### src/iap_pkg.sv
// Constants, register layout and carrier types for the memory space decoder.
// Assumes a CPU core that presents data-pointer moves as one-cycle requests.
package iap_pkg;
	localparam logic [7:0] MEMORY_CONTROL_ADDR = 8'h96;
	localparam logic [7:0] POINTER_CONFIG_ADDR = 8'ha2;
	localparam logic [7:0] MEMORY_CONTROL_RESET = 8'h00;
	localparam logic [7:0] POINTER_CONFIG_RESET = 8'h00;
	localparam int ACCESS_BIT = 7;
	localparam int SIG_BIT = 3;
	localparam int MAP_BIT = 3;
	localparam int ZERO_BIT = 2;
	localparam logic [15:0] CODE_TOP_8K = 16'h1fff;
	localparam logic [15:0] CODE_TOP_4K = 16'h0fff;
	localparam logic [15:0] FLASH_DATA_SPACE_TOP = 16'h00ff;
	localparam logic [15:0] SIG_TOP = 16'h01ff;

	typedef enum logic [2:0] {
		SPACE_EXTERNAL_DATA_SPACE, SPACE_FLASH_DATA_SPACE, SPACE_CODE, SPACE_EXTERNAL_CODE_SPACE, SPACE_SIG
	} space_e;

	typedef enum logic [0:0] {ST_RUN, ST_WRITE} phase_e;

	typedef struct packed {
		logic valid;
		logic is_code_move;
		logic is_write;
		logic [15:0] addr;
		logic [7:0] wdata;
	} move_req_s;

	typedef struct packed {
		logic valid;
		space_e space;
		logic is_write;
		logic [15:0] addr;
		logic [7:0] wdata;
	} mem_req_s;

	typedef struct packed {
		phase_e phase;
		logic [7:0] memory_control;
		logic [7:0] pointer_config;
		logic [7:0] sfr_rdata;
		mem_req_s mem;
		logic cpu_idle;
		logic resume;
		logic [7:0] move_rdata;
		logic move_rvalid;
	} state_s;
endpackage

### src/iap_memory_space_decode.sv
// Memory space decoder for data-pointer moves with in-application programming.
// Assumes flash arrays answer with a one-cycle done pulse and read data.
`timescale 1ns/1ps
module iap_memory_space_decode import iap_pkg::*; #(
	parameter bit SMALL_PART = 1'b0
) (
	input wire logic clk_i,
	input wire logic rst_i,
	input wire logic program_fuse_i,
	input wire logic sfr_we_i,
	input wire logic [7:0] sfr_addr_i,
	input wire logic [7:0] sfr_wdata_i,
	output logic [7:0] sfr_rdata_o,
	input wire move_req_s move_i,
	output logic [7:0] move_rdata_o,
	output logic move_rvalid_o,
	output mem_req_s mem_o,
	input wire logic mem_done_i,
	input wire logic [7:0] mem_rdata_i,
	output logic cpu_idle_o,
	output logic resume_o
);
	state_s s;
	state_s next_s;
	logic access_on;
	logic sig_on;
	logic map_on;
	logic [15:0] code_top;
	space_e space;

	// Internal code top depends on part size
	assign code_top = SMALL_PART ? CODE_TOP_4K : CODE_TOP_8K;
	assign access_on = s.memory_control[ACCESS_BIT] & program_fuse_i;
	assign sig_on = s.pointer_config[SIG_BIT];
	assign map_on = s.memory_control[MAP_BIT];

	always_comb begin
		space = SPACE_EXTERNAL_DATA_SPACE;
		if (move_i.is_code_move) begin
			if (sig_on) begin
				space = SPACE_SIG;
			end else if (move_i.addr <= code_top) begin
				space = SPACE_CODE;
			end else begin
				space = SPACE_EXTERNAL_CODE_SPACE;
			end
		end else if (access_on) begin
			// Map bit is ignored while code space is reachable
			if (move_i.addr <= code_top) begin
				space = sig_on ? SPACE_SIG : SPACE_CODE;
			end else begin
				space = SPACE_EXTERNAL_DATA_SPACE;
			end
			// Addresses between signature top and code top stay in signature
			// space; the array wraps there, a known limitation.
			if (sig_on && move_i.addr > code_top) begin
				space = SPACE_EXTERNAL_DATA_SPACE;
			end
		end else if (map_on && move_i.addr <= FLASH_DATA_SPACE_TOP) begin
			space = SPACE_FLASH_DATA_SPACE;
		end else begin
			space = SPACE_EXTERNAL_DATA_SPACE;
		end
	end

	always_comb begin
		next_s = s;
		next_s.resume = 1'b0;
		next_s.move_rvalid = 1'b0;
		next_s.mem.valid = 1'b0;
		if (sfr_we_i && s.phase == ST_RUN) begin
			if (sfr_addr_i == MEMORY_CONTROL_ADDR) begin
				next_s.memory_control = sfr_wdata_i;
			end
			if (sfr_addr_i == POINTER_CONFIG_ADDR) begin
				next_s.pointer_config = sfr_wdata_i;
			end
		end
		// Fuse off pins the access bit low
		if (!program_fuse_i) begin
			next_s.memory_control[ACCESS_BIT] = 1'b0;
		end
		next_s.pointer_config[ZERO_BIT] = 1'b0;
		next_s.sfr_rdata = 8'h00;
		if (sfr_addr_i == MEMORY_CONTROL_ADDR) begin
			next_s.sfr_rdata = next_s.memory_control;
		end else if (sfr_addr_i == POINTER_CONFIG_ADDR) begin
			next_s.sfr_rdata = next_s.pointer_config;
		end
		case (s.phase)
			ST_RUN: begin
				if (move_i.valid) begin
					next_s.mem.valid = 1'b1;
					next_s.mem.space = space;
					next_s.mem.is_write = move_i.is_write & ~move_i.is_code_move;
					next_s.mem.addr = move_i.addr;
					next_s.mem.wdata = move_i.wdata;
					// Signature writes need signature enable under code access
					if (move_i.is_write && !move_i.is_code_move &&
						(space == SPACE_CODE || space == SPACE_SIG)) begin
						next_s.phase = ST_WRITE;
						next_s.cpu_idle = 1'b1;
					end
				end
				if (mem_done_i && !s.mem.is_write) begin
					next_s.move_rdata = mem_rdata_i;
					next_s.move_rvalid = 1'b1;
				end
			end
			ST_WRITE: begin
				if (mem_done_i) begin
					next_s.phase = ST_RUN;
					next_s.cpu_idle = 1'b0;
					next_s.resume = 1'b1;
				end
			end
			default: next_s.phase = ST_RUN;
		endcase
	end

	always_ff @(posedge clk_i) begin
		if (rst_i) begin
			s <= '0;
			s.phase <= ST_RUN;
			s.memory_control <= MEMORY_CONTROL_RESET;
			s.pointer_config <= POINTER_CONFIG_RESET;
		end else begin
			s <= next_s;
		end
	end

	assign sfr_rdata_o = s.sfr_rdata;
	assign move_rdata_o = s.move_rdata;
	assign move_rvalid_o = s.move_rvalid;
	assign mem_o = s.mem;
	assign cpu_idle_o = s.cpu_idle;
	assign resume_o = s.resume;

	fuse_forces_zero_a: assert property (@(posedge clk_i) disable iff (rst_i)
		!$past(program_fuse_i) |-> !s.memory_control[ACCESS_BIT])
		else $error("Access bit set with fuse off");
	idle_in_write_a: assert property (@(posedge clk_i) disable iff (rst_i)
		s.phase == ST_WRITE |-> cpu_idle_o)
		else $error("CPU not idle during write");
	resume_after_done_a: assert property (@(posedge clk_i) disable iff (rst_i)
		s.phase == ST_WRITE && mem_done_i |=> resume_o && !cpu_idle_o)
		else $error("No resume after write done");
	code_access_route_a: assert property (@(posedge clk_i) disable iff (rst_i)
		move_i.valid && s.phase == ST_RUN && !move_i.is_code_move && access_on
		&& !sig_on && move_i.addr <= code_top |=> mem_o.space == SPACE_CODE)
		else $error("Code access move not routed to code");
	flash_data_space_map_a: assert property (@(posedge clk_i) disable iff (rst_i)
		move_i.valid && s.phase == ST_RUN && !move_i.is_code_move &&
		!access_on && map_on && move_i.addr <= 16'h00ff
		|=> mem_o.valid && mem_o.space == SPACE_FLASH_DATA_SPACE)
		else $error("Flash data map miss");
	code_split_a: assert property (@(posedge clk_i) disable iff (rst_i)
		move_i.valid && s.phase == ST_RUN && move_i.is_code_move && !sig_on
		&& move_i.addr > code_top |=> mem_o.space == SPACE_EXTERNAL_CODE_SPACE)
		else $error("Code move above top not external");
	sig_code_move_a: assert property (@(posedge clk_i) disable iff (rst_i)
		move_i.valid && s.phase == ST_RUN && move_i.is_code_move && sig_on
		|=> mem_o.space == SPACE_SIG)
		else $error("Code move missed signature");
	sig_upper_data_a: assert property (@(posedge clk_i) disable iff (rst_i)
		move_i.valid && s.phase == ST_RUN && !move_i.is_code_move && access_on
		&& sig_on && move_i.addr > code_top |=> mem_o.space == SPACE_EXTERNAL_DATA_SPACE)
		else $error("Upper data not external");
	write_starts_idle_a: assert property (@(posedge clk_i) disable iff (rst_i)
		move_i.valid && s.phase == ST_RUN && move_i.is_write &&
		!move_i.is_code_move && access_on && move_i.addr <= code_top
		|=> cpu_idle_o)
		else $error("Program write did not idle CPU");
endmodule

### config.mk
export PLATFORM = sky130hd
export DESIGN_NAME = iap_memory_space_decode
export DESIGN_NICKNAME = d
export VERILOG_FILES = /design/src/iap_pkg.sv /design/src/iap_memory_space_decode.sv
export SDC_FILE = /design/constraint.sdc
export NUM_CORES = 1
export LEC_CHECK = 0
export BUFFER_PORTS_ARGS = -buffer_cell sky130_fd_sc_hd__buf_2
export CAP_MARGIN = 15
export CELL_PAD_IN_SITES_DETAIL_PLACEMENT = 0
export CELL_PAD_IN_SITES_GLOBAL_PLACEMENT = 1
export CORE_MARGIN = 8
export CORE_UTILIZATION = 35
export DETAILED_ROUTE_END_ITERATION = 10
export GPL_TIMING_DRIVEN = 0
export PLACE_DENSITY = 0.86
export SYNTH_ARGS = -nofsm -noshare
export SYNTH_HDL_FRONTEND = slang
export SYNTH_SLANG_ARGS = --single-unit
### constraint.sdc
create_clock -name clk_i -period 1.92 [get_ports clk_i]
set_input_delay 0.096 -clock clk_i [delete_from_list [all_inputs] [get_ports clk_i]]
set_output_delay 0.096 -clock clk_i [all_outputs]
set_load 0.03 [all_outputs]
# ---- After elaboration in Yosys (flattened, before gate mapping)
# Cells that the tools add are included.
dict set report totals {
  regBits 65
  output_inout_bits 48
  word_cells 65
}
dict set report op_classes {
  order_cmp 3
  n_eq_ne 7
  n_mux 23
  bitwise 4
  n_reduce_logical 14
}
# cell n
set ops {}
lappend ops {{two-way mux 8 bit} 4}
lappend ops {{two-way mux 30 bit} 1}
lappend ops {{two-way mux 3 bit} 6}
lappend ops {{equality test 8 bit (second input constant)} 2}
lappend ops {{greater-than comparator 16 x 13 -> 1 bit (second input constant)} 1}
lappend ops {{less-or-equal comparator 16 x 13 -> 1 bit (second input constant)} 1}
lappend ops {{less-or-equal comparator 16 x 8 -> 1 bit (second input constant)} 1}
lappend ops {{two-way mux 16 bit} 1}
lappend ops {{two-way mux 1 bit} 8}
lappend ops {{logical AND 1 bit} 6}
lappend ops {{!= test 2 bit (second input constant)} 2}
lappend ops {{case mux 1 bit (2 select lines)} 2}
lappend ops {{AND reduction 2 bit} 2}
lappend ops {{OR reduction 2 bit} 2}
lappend ops {{equality test 3 x 2 -> 1 bit (second input constant)} 1}
lappend ops {{equality test 3 bit (second input constant)} 1}
lappend ops {{AND reduction 3 bit} 1}
lappend ops {{AND 1 bit} 2}
lappend ops {{logical NOT 1 bit} 2}
lappend ops {{two-way mux 2 bit} 1}
lappend ops {{!= test 2 x 1 -> 1 bit (second input constant)} 1}
lappend ops {{inverter 1 bit} 2}
lappend ops {{logical OR 1 bit} 1}

# ---- Depth between registers and ports, before layout
# Gate-level depths: netlist of the first run.
dict set report depth {
  ltp_word 11
  depth_mapped 6
}

# ---- Least setup slack after synthesis of the first run
# No wires, ideal clock.
dict set report synth_path {
  kind {register -> register}
  start {reg s[64] in the netlist's numbering}
  end {reg s, in the netlist map_on}
  setup_ns 0.128
  arrival_time_ns 1.366
  slack_ns 0.427
  path_stages_with_launch 6
  period_less_slack_ns 1.493
  cell_sequence {dfxtp_1 > nand2b_1 > buf_6 > nor4_4 > mux2i_1 > nor2_1}
}
dict set report synth_via {
  elab_chain_len 3
}
# item line
set synth_rtl {}
lappend synth_rtl {{from (decl)} iap_memory_space_decode.sv:23} ;# state_s s;
lappend synth_rtl {{from (signal assigned)} iap_memory_space_decode.sv:128} ;# s <= next_s;
lappend synth_rtl {{inverter 1 bit (no line)} -}
lappend synth_rtl {{logical AND 1 bit} iap_memory_space_decode.sv:71} ;# if (sfr_we_i && s.phase == ST_RUN) begin
lappend synth_rtl {{two-way mux 16 bit} iap_memory_space_decode.sv:71}
# No other way between the ends.
# A chain may end at the register's enable or synchronous reset.

# ---- Worst setup path in the final report of the first run
dict set report layout_path {
  start {reg s[64] in the netlist's numbering}
  end {reg s[60] in the netlist's numbering}
}
# Same word-level chain as after synthesis.

==> results of run 1 <==
[worst max-delay path: stages (launching register included)]
cell and delay (ps):
dfxtp_1 320, nand2b_1 150, buf_6 150, nor4_4 660, mux2i_1 280, nor2_1 50
[per-layer routing]
layer,vias up,part of all wire,GRT usage
met2,67,0.51,0.2350
li1,1308,-,-
met4,0,0.021,0.06131
met3,13,0.062,0.04598
met1,1167,0.41,0.1552
met5,-,0,0
[registers in the layout, summed over array words and instances, names as in the netlist]
name           cells
map_on             1
move_rvalid_o      1
resume_o           1
cpu_idle_o         1
move_rdata_o       8
sfr_rdata_o        8
s                 15
mem_o             29
[cells in the final DEF (no fill, tap or decap), types with 3 or more instances in the layout]
cell type	instances
dfxtp_1	64
dlygate4sd3_1	24
a21oi_1	43
clkbuf_8	10
nor3_1	3
buf_1	4
and2_1	6
mux2i_1	24
and3b_1	7
buf_2	104
nand2b_1	4
nand2_1	53
nor2_1	28
clkbuf_1	14
buf_4	45
o22ai_1	6
[worst max-delay path by stage]
| stage | startpoint | slack, ps | cells past startpoint | to |
|---|---|---|---|---|
| 4_1_cts | s[64]$_SDFF_PP0_ | 170 | 5 | s[56]$_SDFF_PP0_ |
| 2_1_floorplan | s[64]$_SDFF_PP0_ | 430 | 5 | map_on$_SDFF_PP0_ |
| 5_1_grt | s[64]$_SDFF_PP0_ | 70 | 5 | s[57]$_SDFF_PP0_ |
| 6_report | s[64]$_SDFF_PP0_ | 190 | 5 | s[60]$_SDFF_PP0_ |
| 3_3_place_gp | s[64]$_SDFF_PP0_ | 210 | 5 | map_on$_SDFF_PP0_ |
| 3_5_place_dp | s[64]$_SDFF_PP0_ | 200 | 5 | s[60]$_SDFF_PP0_ |
[logic make-up (layout without fill, tap and decap cells)]
logic type,after synthesis,in the layout,synth area share
muxes,24,24,0.08481
AOI/OAI and AO/OA,52,52,0.09806
and+or+nand+nor,119,119,0.2186
buffers and inverters,63,205,0.1462
DFF,64,64,0.4523
[where the power goes]
group          switching, mW  leakage, nW  total, mW  internal (mW)
sequential            0.0216        0.523       1.39           1.37
clock                  0.488       0.0925       1.11          0.627
combinational          0.250         1.19      0.458          0.207
total                  0.760         1.81       2.97           2.21
[final cells by class]
| cell class | count | area (µm²) | share of cell area |
|---|---|---|---|
| plain buffers | 63 | 414.1 | 0.1060 |
| clock buffers | 12 | 145.1 | 0.03714 |
| clock inverters | 3 | 42.54 | 0.01089 |
| multi-input cells | 195 | 1137 | 0.2911 |
| flip-flops and latches | 64 | 1281 | 0.3279 |
| well taps | 105 | 131.4 | 0.03362 |
| repair buffers | 127 | 755.7 | 0.1934 |
[metrics by stage]
stage / instance area (µm²) / hold WS, ps / util / total power, mW
floorplan: 2833 / 173.2 / - / 1.694
global placement: 3480 / 328.2 / 0.4344 / 1.838
detailed placement: 3480 / 342.6 / 0.4344 / 1.847
CTS: 3908 / 1.779 / 0.4878 / 3.011
global route: 3908 / 8.595 / 0.4878 / 3.109
finish: 3908 / 12.43 / 0.4878 / 2.966
[what timing repair did]
item                                   4_1_cts  5_1_grt
endpoints found under the hold margin       24        0
hold buffers                                24        0
buffers inserted                             0        0
==> out/qor.txt, run 1 <==
outcome: finished, final reports clean
Warnings, synthesis: 0
GR Util All Layers: 0.1387
vias per cell: 4.490
non-filler cells, final: 569
DR vias: 2555
ys flop type: dfxtp_1
layout cells sized above 1: 0.3578
TritonCTS buffer count: 9
die height: 106.0 µm
clk root buf: clkbuf_8
# setup viols final: 0
pins over their slew limit: 0
core area: 0.008010 mm²
WS Path Type: flip-flop to flip-flop
GRT overflow: 0
TNS Setup: 0 ps
number of port buffers: 103
Top-Level Pins: 104
unrepaired setup endpoints after global routing: false
Syn Inst Count: 322
final worst-path cycle share: 0.9033
Iter 0 DRT Violations: 62
width of the die: 106.0 µm
sequential element share of the synthesized area: 0.4523
MaxCap Viol Count: 0
synthesized cell area: 0.002833 mm²
critical path data arrival time: 1940 ps
Fill cells: 804
top cells by count, synth: dfxtp_1 (64), nand2_1 (53), buf_4 (45)
Syn Nets: 378
most frequent cell after synthesis: dfxtp_1
Syn-to-layout area delta: 37.94%
Final Hold Viols: 0
Slew headroom: 0.4735
vias in the first global route: 2551
worst reg2reg path endpoint: s[60]$_SDFF_PP0_
Clock Tree Buf Depth: 2
Worst Setup Slack, final: 185.7 ps
Worst setup SP type: flip-flop
crit path max fanout: 8
worst slew pin tran: 783.8 ps
area of the die: 0.01123 mm²
DP HPWL: 5739 µm
wirelength, routed: 7790 µm
total iterations of the first detailed-routing run: 4
Max Clock Freq: 576.6 MHz
Yosys reg bits: 64
antenna violations before repair: 0
CTS tree: built
post-CTS sizing: 0
H-Tree Level Count: 3
Synth area leader: dfxtp_1
Nets: 516
Leak: 1.810 nW
hold path start: mem_rdata_i[6]
Yosys top cell area share: 0.4523
Clock Sinks: 64
Post-Place Worst Slack: 202.1 ps
VDD IR-drop max: 0.3637 mV
hold worst-path end: move_rdata_o[6]$_SDFFE_PP0P_
clk slew on worst S/H paths: 70 ps
worst-skew pair later-pin latency: 340 ps
HP Class: input pin to flip-flop
wire per inst: 13.69 µm
Layout Skew: 7.206 ps
Synth async-reset ratio: 0
Post-synth EDFFs: 0
GPL Wtd Cong: 0.7272
data required time at the worst endpoint: 2130 ps
Setup crit end kind: flip-flop
placed insts: 530
antenna viol nets, final: 0
hold depth: 3
Yosys cell types: 29
initial core utilization: 0.3536
reg2reg path depth: 5
largest net degree at the start of global routing: 11
Min Clock Period, post-route: 1734 ps
drc violations: 0
Critical R2R Launch: s[64]$_SDFF_PP0_
Mapped Avg Cell Area: 8.797 µm²
antenna cells: 0
Area contributors post-synth: dfxtp_1 (45%), buf_4 (12%), mux2i_1 (8.5%)
PwrDens: 759.0 mW/mm²
R2R Setup Slk: 190 ps
# rows: 33
first-pass GRT wire length: 12430 µm
Note: power is estimated with default switching activity, not from simulation.
==> run 2, diff against run 1 <==
--- a/config.mk
+++ b/config.mk
@@ -5,15 +5,14 @@
 export SDC_FILE = /design/constraint.sdc
 export NUM_CORES = 1
 export LEC_CHECK = 0
-export BUFFER_PORTS_ARGS = -buffer_cell sky130_fd_sc_hd__buf_2
 export CAP_MARGIN = 15
 export CELL_PAD_IN_SITES_DETAIL_PLACEMENT = 0
 export CELL_PAD_IN_SITES_GLOBAL_PLACEMENT = 1
-export CORE_MARGIN = 8
 export CORE_UTILIZATION = 35
 export DETAILED_ROUTE_END_ITERATION = 10
+export DONT_BUFFER_PORTS = 1
 export GPL_TIMING_DRIVEN = 0
-export PLACE_DENSITY = 0.86
+export PLACE_DENSITY = 0.71
 export SYNTH_ARGS = -nofsm -noshare
 export SYNTH_HDL_FRONTEND = slang
 export SYNTH_SLANG_ARGS = --single-unit
==> constraint.sdc (replaced) <==
create_clock -name clk_i -period 1.9 [get_ports clk_i]
set_input_delay 0.095 -clock clk_i [delete_from_list [all_inputs] [get_ports clk_i]]
set_output_delay 0.095 -clock clk_i [all_outputs]
set_load 0.03 [all_outputs]
==> run 2 against run 1 <==
Via count shrank 11%. Sequential power is essentially flat. Count of clock-buffer cells in the layout down 1. Sequential share of layout area up 2.4 points. Cell area fell by 6.9%. Cell count shrank 14%. Largest power group unchanged. Highest routed layer unchanged.
==> out/qor.txt, run 2 (same netlist as run 1, synthesis figures left out) <==
clk root buf: clkbuf_8
# rows: 32 (-3.0%)
largest net degree at the start of global routing: 12 (+1)
total iterations of the first detailed-routing run: 4 (unchanged)
first-pass GRT wire length: 11420 µm (-8.1%)
MaxCap Viol Count: 0 (unchanged)
placed insts: 424 (-20%)
vias per cell: 4.645 (+3.4%)
antenna cells: 0 (unchanged)
dpl cell area: 0.002960 mm² (-15%)
WS Path Type: flip-flop to flip-flop
DR vias: 2262 (-11%)
Layout Skew: 7.017 ps (-0.1887 ps)
GR Util All Layers: 0.1749 (+0.03621)
Final Util: 0.4686 (-0.01923)
Iter 0 DRT Violations: 51 (-18%)
data required time at the worst endpoint: 2100 ps (-30 ps)
Clock Tree Buf Depth: 2 (unchanged)
design area: 0.003640 mm² (-6.9%)
non-filler cells, final: 487 (-14%)
TNS Setup: 0 ps (unchanged)
initial core utilization: 0.3647 (+0.01105)
TritonCTS buffer count: 9 (unchanged)
CTS tree: built
HP Class: input pin to flip-flop
clk slew on worst S/H paths: 70 ps (about the same)
pins over their slew limit: 0 (unchanged)
critical path data arrival time: 1970 ps (+30 ps)
PwrDens: 827.2 mW/mm² (+9.0%)
Min Hold Slack: 22.39 ps (+9.964 ps)
Setup Buffers After CTS: 0 (unchanged)
Leak: 1.451 nW (-20%)
Post-Place Worst Slack: 186.4 ps (-15.79 ps)
GRT overflow: 0 (unchanged)
commonest non-fill, non-tap cells in the layout: dfxtp_1 (64), nand2_1 (53), dlygate4sd3_1 (47)
Max Clock Freq: 564.8 MHz (-2.0%)
Worst setup SP type: flip-flop
number of port buffers: 0 (-100%)
vias in the first global route: 2293 (-10%)
worst path cell trace: nand2b_1 > buf_6 > nor4_4 > mux2i_1 > nor2_1
wirelength, routed: 6949 µm (-11%)
unrepaired setup endpoints after global routing: false
Min Clock Period, post-route: 1770 ps (+36.20 ps)
antenna violations before repair: 0 (unchanged)
VDD IR-drop max: 0.3380 mV (-7.1%)
final worst-path cycle share: 0.9318 (+0.02856)
GPL Wtd Cong: 0.6831 (-6.1%)
worst-skew pair later-pin latency: 330 ps (about the same)
outcome: finished, final reports clean
Syn-to-layout area delta: 28.49%
wire per inst: 14.27 µm (+4.2%)
Setup crit end kind: flip-flop
antenna viol nets, final: 0 (unchanged)
# setup viols final: 0 (unchanged)
crit-path max cell delay: 680 ps (+20 ps)
area of the die: 0.008458 mm² (-25%)
Final Hold Viols: 0 (unchanged)
most common cell after layout, fill and taps aside: dfxtp_1
crit path max fanout: 8 (unchanged)
die height: 91.97 µm (-13%)
drc violations: 0 (unchanged)
Worst Setup Slack, final: 129.5 ps (-56.20 ps)
total chip power: 3.011 mW (+1.5%)
width of the die: 91.97 µm (-13%)
Slew headroom: 0.4562 (-0.01733)
layout cells sized above 1: 0.1766 (-0.1811)
Clock Sinks: 64 (unchanged)
worst slew pin tran: 809.6 ps (+25.80 ps)
Nets: 436 (-16%)
H-Tree Level Count: 3 (unchanged)
Top-Level Pins: 104 (unchanged)
Worst path slowest cell: nor4_4
core area: 0.007767 mm² (-3.0%)
DP HPWL: 4612 µm (-20%)
max reg flops: 29 (unchanged)
-- run 2: final cells by class --
type	instances	area [µm²]
buffer	63	416.7
fill	803	4128
multi-input combinational	195	1137
timing repair buffer	47	470.5
tap	102	127.6
clock inverter	5	55.05
sequential	64	1281
clock buffer	11	151.4
-- run 2: power by group --
part	internal, mW	switching (mW)	total, mW
clock	0.673	0.528	1.20
combinational	0.178	0.222	0.400
sequential	1.39	0.0241	1.41
-- run 2: final timing paths --
kind                                                to  slack, ps                  start  depth (start not counted)
worst max-delay path                  s[57]$_SDFF_PP0_        130       s[64]$_SDFF_PP0_                          5
worst min-delay path            mem_o[25]$_SDFFE_PP0P_         20             move_i[22]                          3
worst max register to register        s[57]$_SDFF_PP0_        130       s[64]$_SDFF_PP0_                          5
worst min register to register   mem_o[0]$_SDFFE_PP0P_        450  mem_o[0]$_SDFFE_PP0P_                          2
-- run 2: worst max-delay path, delay by kind of cell (launching register included) --
| kind | cells | cell delay (ps) |
|---|---|---|
| buffers and inverters | 1 | 140 |
| DFF | 1 | 330 |
| and+or+nand+nor | 3 | 880 |
| muxes | 1 | 280 |
-- run 2: routing by layer --
metal / up-vias / wire, µm / GRT usage
met3: 8 / 468 / 0.05638
met2: 64 / 3368 / 0.2985
met4: 0 / 77 / 0.05078
met1: 1038 / 3035 / 0.2091
li1: 1152 / - / -
met5: - / 0 / 0
-- run 2: what timing repair did --
action	4_1_cts	5_1_grt
endpoints found under the setup margin	0	3
resized for setup	0	4
hold buffers	47	0
hold endpoints to repair	60	0
